**src/common/dstg_pkg.sv**
```systemverilog
// Purpose: Shared constants for the display sync timing generator.
// Assumes: 125 MHz base clock, classic Wishbone register access.
// Notes:   Register offsets are byte addresses of 32-bit words.
package dstg_pkg;
   // ----------------------------------------------------------------
   // Clock figures
   // ----------------------------------------------------------------
   localparam int SYS_CLK_MHZ = 125;
   localparam int TV_CLK_MHZ = 27;
   localparam int TV_CLK_TOL_PCT = 10;
   // ----------------------------------------------------------------
   // Register byte offsets
   // ----------------------------------------------------------------
   localparam logic [7:0] REG_CTRL = 8'h00;
   localparam logic [7:0] REG_CLKCFG = 8'h04;
   localparam logic [7:0] REG_DIV = 8'h08;
   localparam logic [7:0] REG_HLINE = 8'h0C;
   localparam logic [7:0] REG_HPOS = 8'h10;
   localparam logic [7:0] REG_AWFH = 8'h14;
   localparam logic [7:0] REG_VSYNC = 8'h18;
   localparam logic [7:0] REG_AHGR = 8'h1C;
   localparam logic [7:0] REG_GFPF = 8'h20;
   localparam logic [7:0] REG_PRRV = 8'h24;
   localparam logic [7:0] REG_STAT = 8'h28;
   localparam logic [7:0] REG_STAT2 = 8'h2C;
   localparam int NUM_CFG = 10;
   // ----------------------------------------------------------------
   // Field positions
   // ----------------------------------------------------------------
   localparam int CTRL_EN_BIT = 0;
   localparam int CTRL_MODE_LSB = 1;
   localparam int CTRL_VUNIT_BIT = 3;
   localparam int FLD_LO = 0;
   localparam int FLD_HI = 16;
   // ----------------------------------------------------------------
   // Modes and reset values
   // ----------------------------------------------------------------
   typedef enum logic [1:0] {
      DSTG_PANEL = 2'b00,
      DSTG_SMART = 2'b01,
      DSTG_TV = 2'b10
   } dstg_mode_t;
   localparam logic [31:0] RST_CTRL = 32'h0000_0000;
   localparam logic [15:0] RST_IPER = 16'(SYS_CLK_MHZ);
   localparam logic [15:0] RST_BPER = 16'(TV_CLK_MHZ);
   localparam logic [31:0] RST_CFG = 32'h0000_0000;
endpackage

```
**src/verilog/dstg_top.sv**
```systemverilog
// Purpose: Display sync timing generator, panel and TV encoder modes.
// Assumes: Pixel data arrives on clk, sampled on the edge where pix_req rises.
// Notes:   Output clocks are one-base-cycle strobes at the pixel rate.
//
// Operation
// - pixel period is (divider+1) interface periods
// - line lasts line width plus one pixels
// - hsync lasts hsync width plus one pixels
// - blanks around active width from start x
// - hsync starts after hsync delay pixels
// - frame lasts frame height plus one lines
// - vsync width plus one, pixels or lines
// - vertical blanks around active height from start y
// - interface period follows fractional period ratio
// - gate clock rises and falls at delays
// - polarity flip toggles at its delay
// - smart display mode times like panel mode
// - TV byte on data lines 17 to 10
// - TV output clock near 27 MHz
// - TV syncs and data valid active low
// - TV line sync low one clock per row
// - TV field sync falls at each field
// - odd field: both syncs fall together
// - even field: syncs fall apart
// - TV data only while line sync high
//
// Chosen here: the register offsets and register access over Wishbone.
`timescale 1ns/1ns
module dstg_top #(
   parameter int W = 12
) (
   // System
   input wire logic clk,
   input wire logic rstn,
   // Wishbone slave
   input wire logic wb_cyc_i,
   input wire logic wb_stb_i,
   input wire logic wb_we_i,
   input wire logic [7:0] wb_adr_i,
   input wire logic [3:0] wb_sel_i,
   input wire logic [31:0] wb_dat_i,
   output logic [31:0] wb_dat_o,
   output logic wb_ack_o,
   // Pixel source
   input wire logic [17:0] pix_data,
   output logic pix_req,
   // Panel port
   output logic pixel_clock,
   output logic hsync,
   output logic vsync,
   output logic data_enable,
   output logic line_start_pulse,
   output logic gate_clock_signal,
   output logic power_save_signal,
   output logic polarity_flip_signal,
   output logic [17:0] ld,
   // TV encoder port
   output logic tv_output_clock,
   output logic tv_line_sync,
   output logic tv_field_sync,
   output logic tv_data_valid
);

   // ----------------------------------------------------------------
   // Register file
   // ----------------------------------------------------------------
   logic [31:0] cfg [0:dstg_pkg::NUM_CFG-1];
   logic [31:0] next_cfg [0:dstg_pkg::NUM_CFG-1];
   logic [31:0] next_dat;
   logic next_ack;
   logic [W-1:0] hcnt;
   logic [W-1:0] vcnt;
   logic field;
   logic [3:0] idx;

   assign idx = wb_adr_i[5:2];

   always_comb begin
      next_cfg = cfg;
      next_ack = wb_cyc_i && wb_stb_i && !wb_ack_o;
      next_dat = 32'h0000_0000;
      // Write lands on the edge where the master sees ack
      if (wb_cyc_i && wb_stb_i && wb_ack_o && wb_we_i && idx < 4'(dstg_pkg::NUM_CFG)) begin
         for (int b = 0; b < 4; b++) begin
            if (wb_sel_i[b]) begin
               next_cfg[idx][8*b +: 8] = wb_dat_i[8*b +: 8];
            end
         end
      end
      if (next_ack && !wb_we_i) begin
         if (idx < 4'(dstg_pkg::NUM_CFG)) begin
            next_dat = cfg[idx];
         end else if (wb_adr_i == dstg_pkg::REG_STAT) begin
            next_dat[dstg_pkg::FLD_LO +: W] = hcnt;
            next_dat[dstg_pkg::FLD_HI +: W] = vcnt;
         end else if (wb_adr_i == dstg_pkg::REG_STAT2) begin
            next_dat[0] = field;
         end
      end
   end

   always_ff @(posedge clk or negedge rstn) begin
      if (!rstn) begin
         for (int i = 0; i < dstg_pkg::NUM_CFG; i++) begin
            cfg[i] <= dstg_pkg::RST_CFG;
         end
         cfg[dstg_pkg::REG_CLKCFG[5:2]] <= {dstg_pkg::RST_BPER, dstg_pkg::RST_IPER};
         wb_ack_o <= 1'b0;
         wb_dat_o <= 32'h0000_0000;
      end else begin
         cfg <= next_cfg;
         wb_ack_o <= next_ack;
         wb_dat_o <= next_dat;
      end
   end

   // Field views
   logic en;
   logic vunit;
   dstg_pkg::dstg_mode_t mode;
   logic tv;
   logic [15:0] iper;
   logic [15:0] bper;
   logic [W-1:0] pdiv, lw, hsw, hsd, asx, aw, fh, vsw, asy, ah;
   logic [W-1:0] gr, gf, pf, pr, rvd;

   assign en = cfg[0][dstg_pkg::CTRL_EN_BIT];
   assign vunit = cfg[0][dstg_pkg::CTRL_VUNIT_BIT];
   assign mode = dstg_pkg::dstg_mode_t'(cfg[0][dstg_pkg::CTRL_MODE_LSB +: 2]);
   assign tv = (mode == dstg_pkg::DSTG_TV);
   assign iper = cfg[1][15:0];
   assign bper = cfg[1][31:16];
   assign pdiv = cfg[2][dstg_pkg::FLD_LO +: W];
   assign lw = cfg[3][dstg_pkg::FLD_LO +: W];
   assign hsw = cfg[3][dstg_pkg::FLD_HI +: W];
   assign hsd = cfg[4][dstg_pkg::FLD_LO +: W];
   assign asx = cfg[4][dstg_pkg::FLD_HI +: W];
   assign aw = cfg[5][dstg_pkg::FLD_LO +: W];
   assign fh = cfg[5][dstg_pkg::FLD_HI +: W];
   assign vsw = cfg[6][dstg_pkg::FLD_LO +: W];
   assign asy = cfg[6][dstg_pkg::FLD_HI +: W];
   assign ah = cfg[7][dstg_pkg::FLD_LO +: W];
   assign gr = cfg[7][dstg_pkg::FLD_HI +: W];
   assign gf = cfg[8][dstg_pkg::FLD_LO +: W];
   assign pf = cfg[8][dstg_pkg::FLD_HI +: W];
   assign pr = cfg[9][dstg_pkg::FLD_LO +: W];
   assign rvd = cfg[9][dstg_pkg::FLD_HI +: W];

   // ----------------------------------------------------------------
   // Interface and pixel clock dividers
   // ----------------------------------------------------------------
   logic [16:0] acc, next_acc;
   logic [W-1:0] div_cnt, next_div_cnt;
   logic if_tick, pix_tick;
   logic [16:0] acc_sum;

   always_comb begin
      acc_sum = acc + {1'b0, bper};
      next_acc = acc;
      next_div_cnt = div_cnt;
      if_tick = 1'b0;
      pix_tick = 1'b0;
      if (!en) begin
         next_acc = 17'h0_0000;
         next_div_cnt = '0;
      end else begin
         // Ratio of periods; remainder carries so the average is exact
         if (acc_sum >= {1'b0, iper}) begin
            if_tick = 1'b1;
            // Period cut below the remainder: restart the remainder
            if (acc >= {1'b0, iper}) begin
               next_acc = 17'h0_0000;
            end else begin
               next_acc = acc_sum - {1'b0, iper};
            end
         end else begin
            next_acc = acc_sum;
         end
         if (if_tick) begin
            if (div_cnt >= pdiv) begin
               pix_tick = 1'b1;
               next_div_cnt = '0;
            end else begin
               next_div_cnt = div_cnt + W'(1);
            end
         end
      end
   end

   always_ff @(posedge clk or negedge rstn) begin
      if (!rstn) begin
         acc <= 17'h0_0000;
         div_cnt <= '0;
      end else begin
         acc <= next_acc;
         div_cnt <= next_div_cnt;
      end
   end

   // ----------------------------------------------------------------
   // Line and frame counters
   // ----------------------------------------------------------------
   logic [W-1:0] next_hcnt, next_vcnt;
   logic next_field;

   always_comb begin
      next_hcnt = hcnt;
      next_vcnt = vcnt;
      next_field = field;
      if (!en) begin
         next_hcnt = '0;
         next_vcnt = '0;
         next_field = 1'b0;
      end else if (pix_tick) begin
         if (hcnt >= lw) begin
            next_hcnt = '0;
            if (vcnt >= fh) begin
               next_vcnt = '0;
               next_field = !field;
            end else begin
               next_vcnt = vcnt + W'(1);
            end
         end else begin
            next_hcnt = hcnt + W'(1);
         end
      end
   end

   always_ff @(posedge clk or negedge rstn) begin
      if (!rstn) begin
         hcnt <= '0;
         vcnt <= '0;
         field <= 1'b0;
      end else begin
         hcnt <= next_hcnt;
         vcnt <= next_vcnt;
         field <= next_field;
      end
   end

   // ----------------------------------------------------------------
   // Output decode
   // ----------------------------------------------------------------
   logic next_pclk, next_hs, next_vs, next_de, next_lsp, next_gate, next_ps, next_rev;
   logic next_tvls, next_tvfs, next_tvdv, next_req;
   logic [17:0] next_ld;
   logic h_act, v_act;
   logic [W-1:0] hs_end, vfs_start, asx_m1;

   assign hs_end = hsd + hsw;
   assign asx_m1 = asx - W'(1);
   assign vfs_start = {1'b0, lw[W-1:1]} + W'(1);

   always_comb begin
      h_act = (hcnt >= asx) && (hcnt < asx + aw);
      v_act = (vcnt >= asy) && (vcnt < asy + ah);
      next_pclk = pix_tick;
      next_hs = 1'b0;
      next_vs = 1'b0;
      next_de = 1'b0;
      next_lsp = 1'b0;
      next_gate = 1'b0;
      next_ps = 1'b1;
      next_rev = polarity_flip_signal;
      next_tvls = 1'b1;
      next_tvfs = 1'b1;
      next_tvdv = 1'b1;
      next_req = 1'b0;
      next_ld = ld;
      if (en && !tv) begin
         // Smart display shares the panel timing unchanged
         next_hs = (hcnt >= hsd) && (hcnt <= hs_end);
         if (vunit) begin
            next_vs = (vcnt <= vsw);
         end else begin
            next_vs = (vcnt == '0) && (hcnt <= vsw);
         end
         next_de = h_act && v_act;
         next_lsp = (hcnt == asx_m1);
         next_gate = (hcnt >= gr) && (hcnt < gf);
         next_ps = !((hcnt >= pf) && (hcnt < pr));
         // First base cycle of the pixel, in step with the other outputs
         if (pixel_clock && hcnt == rvd) begin
            next_rev = !polarity_flip_signal;
         end
         next_req = pix_tick && h_act && v_act;
         if (next_req) begin
            next_ld = pix_data;
         end
      end else if (en && tv) begin
         // Settings give the 27 MHz strobe rate in this mode
         next_tvls = (hcnt != '0);
         if (!field) begin
            next_tvfs = !((vcnt == '0) && (hcnt <= vsw));
         end else begin
            next_tvfs = !((vcnt == '0) && (hcnt >= vfs_start) &&
                          (hcnt <= vfs_start + vsw));
         end
         next_tvdv = !(h_act && v_act && next_tvls);
         next_req = pix_tick && h_act && v_act && next_tvls;
         if (next_req) begin
            next_ld = {pix_data[7:0], 10'h000};
         end
      end
   end

   always_ff @(posedge clk or negedge rstn) begin
      if (!rstn) begin
         pixel_clock <= 1'b0;
         hsync <= 1'b0;
         vsync <= 1'b0;
         data_enable <= 1'b0;
         line_start_pulse <= 1'b0;
         gate_clock_signal <= 1'b0;
         power_save_signal <= 1'b1;
         polarity_flip_signal <= 1'b0;
         tv_output_clock <= 1'b0;
         tv_line_sync <= 1'b1;
         tv_field_sync <= 1'b1;
         tv_data_valid <= 1'b1;
         pix_req <= 1'b0;
         ld <= 18'h0_0000;
      end else begin
         pixel_clock <= next_pclk && !tv;
         hsync <= next_hs;
         vsync <= next_vs;
         data_enable <= next_de;
         line_start_pulse <= next_lsp;
         gate_clock_signal <= next_gate;
         power_save_signal <= next_ps;
         polarity_flip_signal <= next_rev;
         tv_output_clock <= next_pclk && tv;
         tv_line_sync <= next_tvls;
         tv_field_sync <= next_tvfs;
         tv_data_valid <= next_tvdv;
         pix_req <= next_req;
         ld <= next_ld;
      end
   end
endmodule
```
**config.mk**
```make
export PLATFORM = sky130hd
export DESIGN_NAME = dstg_top
export DESIGN_NICKNAME = d
export VERILOG_FILES = /design/src/common/dstg_pkg.sv /design/src/verilog/dstg_top.sv
export SDC_FILE = /design/constraint.sdc
export NUM_CORES = 1
export LEC_CHECK = 0
export BUFFER_PORTS_ARGS = -buffer_cell sky130_fd_sc_hd__clkbuf_2
export CAP_MARGIN = 20
export CORE_UTILIZATION = 39
export DETAILED_ROUTE_END_ITERATION = 6
export GPL_TIMING_DRIVEN = 0
export PLACE_DENSITY = 0.6
export SETUP_SLACK_MARGIN = 0.1
export SYNTH_ARGS = -nofsm -noshare
export SYNTH_HDL_FRONTEND = slang
export SYNTH_SLANG_ARGS = --single-unit
```
**constraint.sdc**
```tcl
create_clock -name clk -period 10.5 [get_ports clk]
set_clock_uncertainty 0.2 [all_clocks]
set_input_delay 0.525 -clock clk [delete_from_list [all_inputs] [get_ports clk]]
set_output_delay 0.525 -clock clk [all_outputs]
set_load 0.03 [all_outputs]
```
==> qor.txt <==
register area share after synthesis: 39.0%
max_slew headroom: 9.57%
per-cell routed wire length: 25.0 um
Resized cells post-CTS: 0
Worst Path Max Fanout: 10
row cnt: 98
# clock sinks: 438
P_leak: 15.2 nW
root buffer cell: clkbuf_16
Final Cycle Share: 55.0%
Die Width: 271 um
kind of cell adding the most delay to the critical path: compound AO/OA/AOI/OAI gates
syn nets: 2,973
H-Tree Depth: 2
initial drt markers: 2,047
Clk pin slew, worst setup/hold paths: 0.06 ns
gr usage total: 25.7%
Layout fillers: 6,600
FMAX: 173 MHz
CP max stage cell: or4b_2
count of different cell masters after synthesis: 75
core footprint: 71,500 sq um
number of global-route vias before repair: 22,500
Multi-input gate area: 16,100 sq um
final setup fails: 0
clk_lat worst skew: 0.62 ns
routed wire length: 94,500 um
TritonCTS clock tree: done
worst vdd rail ir drop: 0.127 mV
share of layout cells above drive strength 1: 22.1%
actual slew at the worst max-slew pin: 1.36 ns
worst hold margin: 0.0225 ns
CP peak stage delay: 0.75 ns
RSZ-0062 raised after global routing: false
crit path cell chain: ha_1, fa_1, a21o_1, a21oi_1, o21bai_1, a21oi_1, o21ai_0, a21o_1, a21oi_1, xor2_1, ha_1, a21oi_1, o2111ai_1, a31oi_1, and4_1, or4b_2, or4_1, buf_4, mux2_1
Final Hold Viols: 0
Die Y: 271 um
global-route wire length before repair: 141,000 um
number of synthesized flops with an enable pin: 0
area grow syn2layout: 13.4%
total number of vias: 22,000
Initial Util: 39.4%
Cells after Synth: 2,601
Mean Syn Cell Area: 10.8 sq um
WP data required: 10.78 ns
clk buf depth: 3
die area: 73,300 sq um
Crit. End Element: register
Synth warnings: 0
Post-DP HPWL: 72,400 um
drt first pass iters: 6
grt total ovfl: 0
synthesized cell area: 28,200 sq um
crit path time final: 5.77 ns
FF/Latch Area: 11,000 sq um
Synth Flop Type: dfrtp_1
CP Class: register to register
Final Util: 44.7%
CP startpoint kind: register
MaxCap Viol Count: 0
status: finished, final reports clean
RD Place Congestion: 0.990
fin. max-slew vios: 0
CP Buf/Inv Count: 1
Port Buf Inserts: 98
routed vias/inst: 5.84
initial antenna violation count: 3
most numerous cell on the critical path: a21oi_1
Post-synth ARST share: 100%
CTS buffer count: 52
# IOs: 131
Hold Path Class: input pin to register
post-route ant nets: 0
Yosys reg bits: 438
critical path arrival: 6.06 ns
final net count: 3,149
power density cells: 123 nW/um^2
post-route DRC violation count: 0
pin count of the biggest net entering global routing: 119
logic make-up (layout without fill, tap and decap cells):
logic type               after synthesis  after routing  synth area share [%]
AO/OA/AOI/OAI                        492            492                  11.7
XOR/XNOR                             104            104                  3.23
adder cells (fa/ha/maj)              305            305                  13.7
buffers and inverters                299            518                  4.02
flip-flops                           438            438                  39.0
multiplexers                         409            409                  18.8
other                                  0              2                     0
AND/OR/NAND/NOR                      554            554                  9.51
synth_stat cells (7+ instances only):
cell       count  area, sq um
mux2_1         8         90.1
o21ai_0       97          485
a21oi_1      133          666
and3_1        20          125
mux2_2       323         3640
or2_2         11         68.8
a211oi_1      16          120
o21a_1        23          173
a2111oi_0     11         96.3
nand3_1       35          175
nand2_1      200          751
nor2b_1       27          169
mux2i_1       14          140
a222oi_1       8         80.1
dfstp_2       14          368
ha_1         299         3740
a21o_1        54          405
o31ai_1       12         90.1
mux4_2        64         1440
nand4_1       24          150
inv_1        193          724
and2_1         9         56.3
clkbuf_1      65          244
nor3_1        48          240
dfrtp_1      424        10600
nor2_1        95          357
buf_1         39          146
nand2b_1      37          231
xor2_1        38          333
a311oi_1      24          210
a221oi_1      27          236
o211ai_1      11         82.6
o21bai_1      11         82.6
a21boi_0       7         52.6
xnor2_1       66          578
a31oi_1       12         75.1
nor4_1        15         93.8
registers in the layout, summed over array words and instances (netlist names), 12 cells and up:
register  cells
aw           12
bper         16
wb_dat_o     32
cfg         256
asy          12
hcnt         12
div_cnt      12
acc          17
vcnt         12
ah           12
ld           18
asx          12
repair_timing:
action                                 CTS  global route
hold buffers                            13             0
endpoints found under the hold margin   49             0
buffers inserted                         0             0
placed cells by master, fill, tap and decap left out, types with 12 or more instances in the layout:
master           n
buf_1           39
clkbuf_2        97
o31ai_1         12
a21o_1          54
dfrtp_1        424
nor3_1          47
nand2_1        200
mux2_2         323
xnor2_1         66
mux4_2          64
nor2_1          95
nand2b_1        37
nand4_1         24
a31oi_1         12
and3_1          20
a221oi_1        27
clkbuf_1        76
a311oi_1        24
xor2_1          38
nand3_1         35
clkbuf_16       53
a211oi_1        16
clkinv_2        13
ha_1           299
nor4_1          15
nor2b_1         27
mux2i_1         14
dfstp_2         14
o21ai_0         97
o21a_1          23
dlygate4sd3_1   13
inv_1          193
a21oi_1        133
through the flow:
step / total power, W / setup TNS, ns / worst slack [ns] / instances / instance area (sq um)
6_report: 0.00393 / 0 / 4.73 / 3772 / 31900
3_3_place_gp: 0.00209 / -474.49 / -1.19 / 3649 / 29800
5_1_grt: 0.00405 / 0 / 4.45 / 3771 / 31900
3_5_place_dp: 0.00211 / 0 / 4.67 / 3659 / 30100
2_1_floorplan: 0.00195 / 0 / 5.78 / 2601 / 28200
4_1_cts: 0.00395 / 0 / 4.69 / 3769 / 31900
tightest hold or removal path, delay by kind of cell:
kind,cells,cell delay (ns)
mux,1,0.11
buf+inv,1,0.08
simple gates,2,0.08
final cells by class:
type,count,area share (%)
Tap cell,950,3.72
Buffer,106,1.28
Clock inverter,23,0.674
Timing Repair Buffer,122,2.65
Clock buffer,74,4.71
Multi-Input combinational cell,1864,50.3
Sequential cell,438,34.4
Antenna cell,2,0.0157
Inverter,193,2.27
metal layers:
metal  up-vias  global-route usage (%)  share of wire, %
met4         2                    11.4               4.6
met5         -                       0             0.014
met3       185                    4.50               6.6
met1     11200                    33.7                43
li1       9877                       -                 -
met2       790                    41.5                46
power breakdown:
part / internal, W / switching (W)
registers: 0.00171 / 0.0000226
logic: 0.000124 / 0.000231
clock network: 0.00107 / 0.000769
total: 0.00291 / 0.00102
path summary, 6_finish.rpt:
kind / from / end / slack (ns) / depth (start not counted)
min: pix_data[14] / ld[14]$_DFFE_PN0P_ / 0.02 / 4
max: asx[0]$_DFFE_PN0P_ / ld[11]$_DFFE_PN0P_ / 4.73 / 19
max reg2reg: asx[0]$_DFFE_PN0P_ / ld[11]$_DFFE_PN0P_ / 4.73 / 19
min in group asynchronous: rstn / vcnt[5]$_DFFE_PN0P_ / 0.18 / 2
min reg2reg: wb_ack_o$_DFF_PN0_ / wb_ack_o$_DFF_PN0_ / 0.28 / 1
max in group asynchronous: rstn / cfg[11]$_DFFE_PN0P_ / 8.49 / 4
Note: power is estimated with default switching activity, not from simulation.
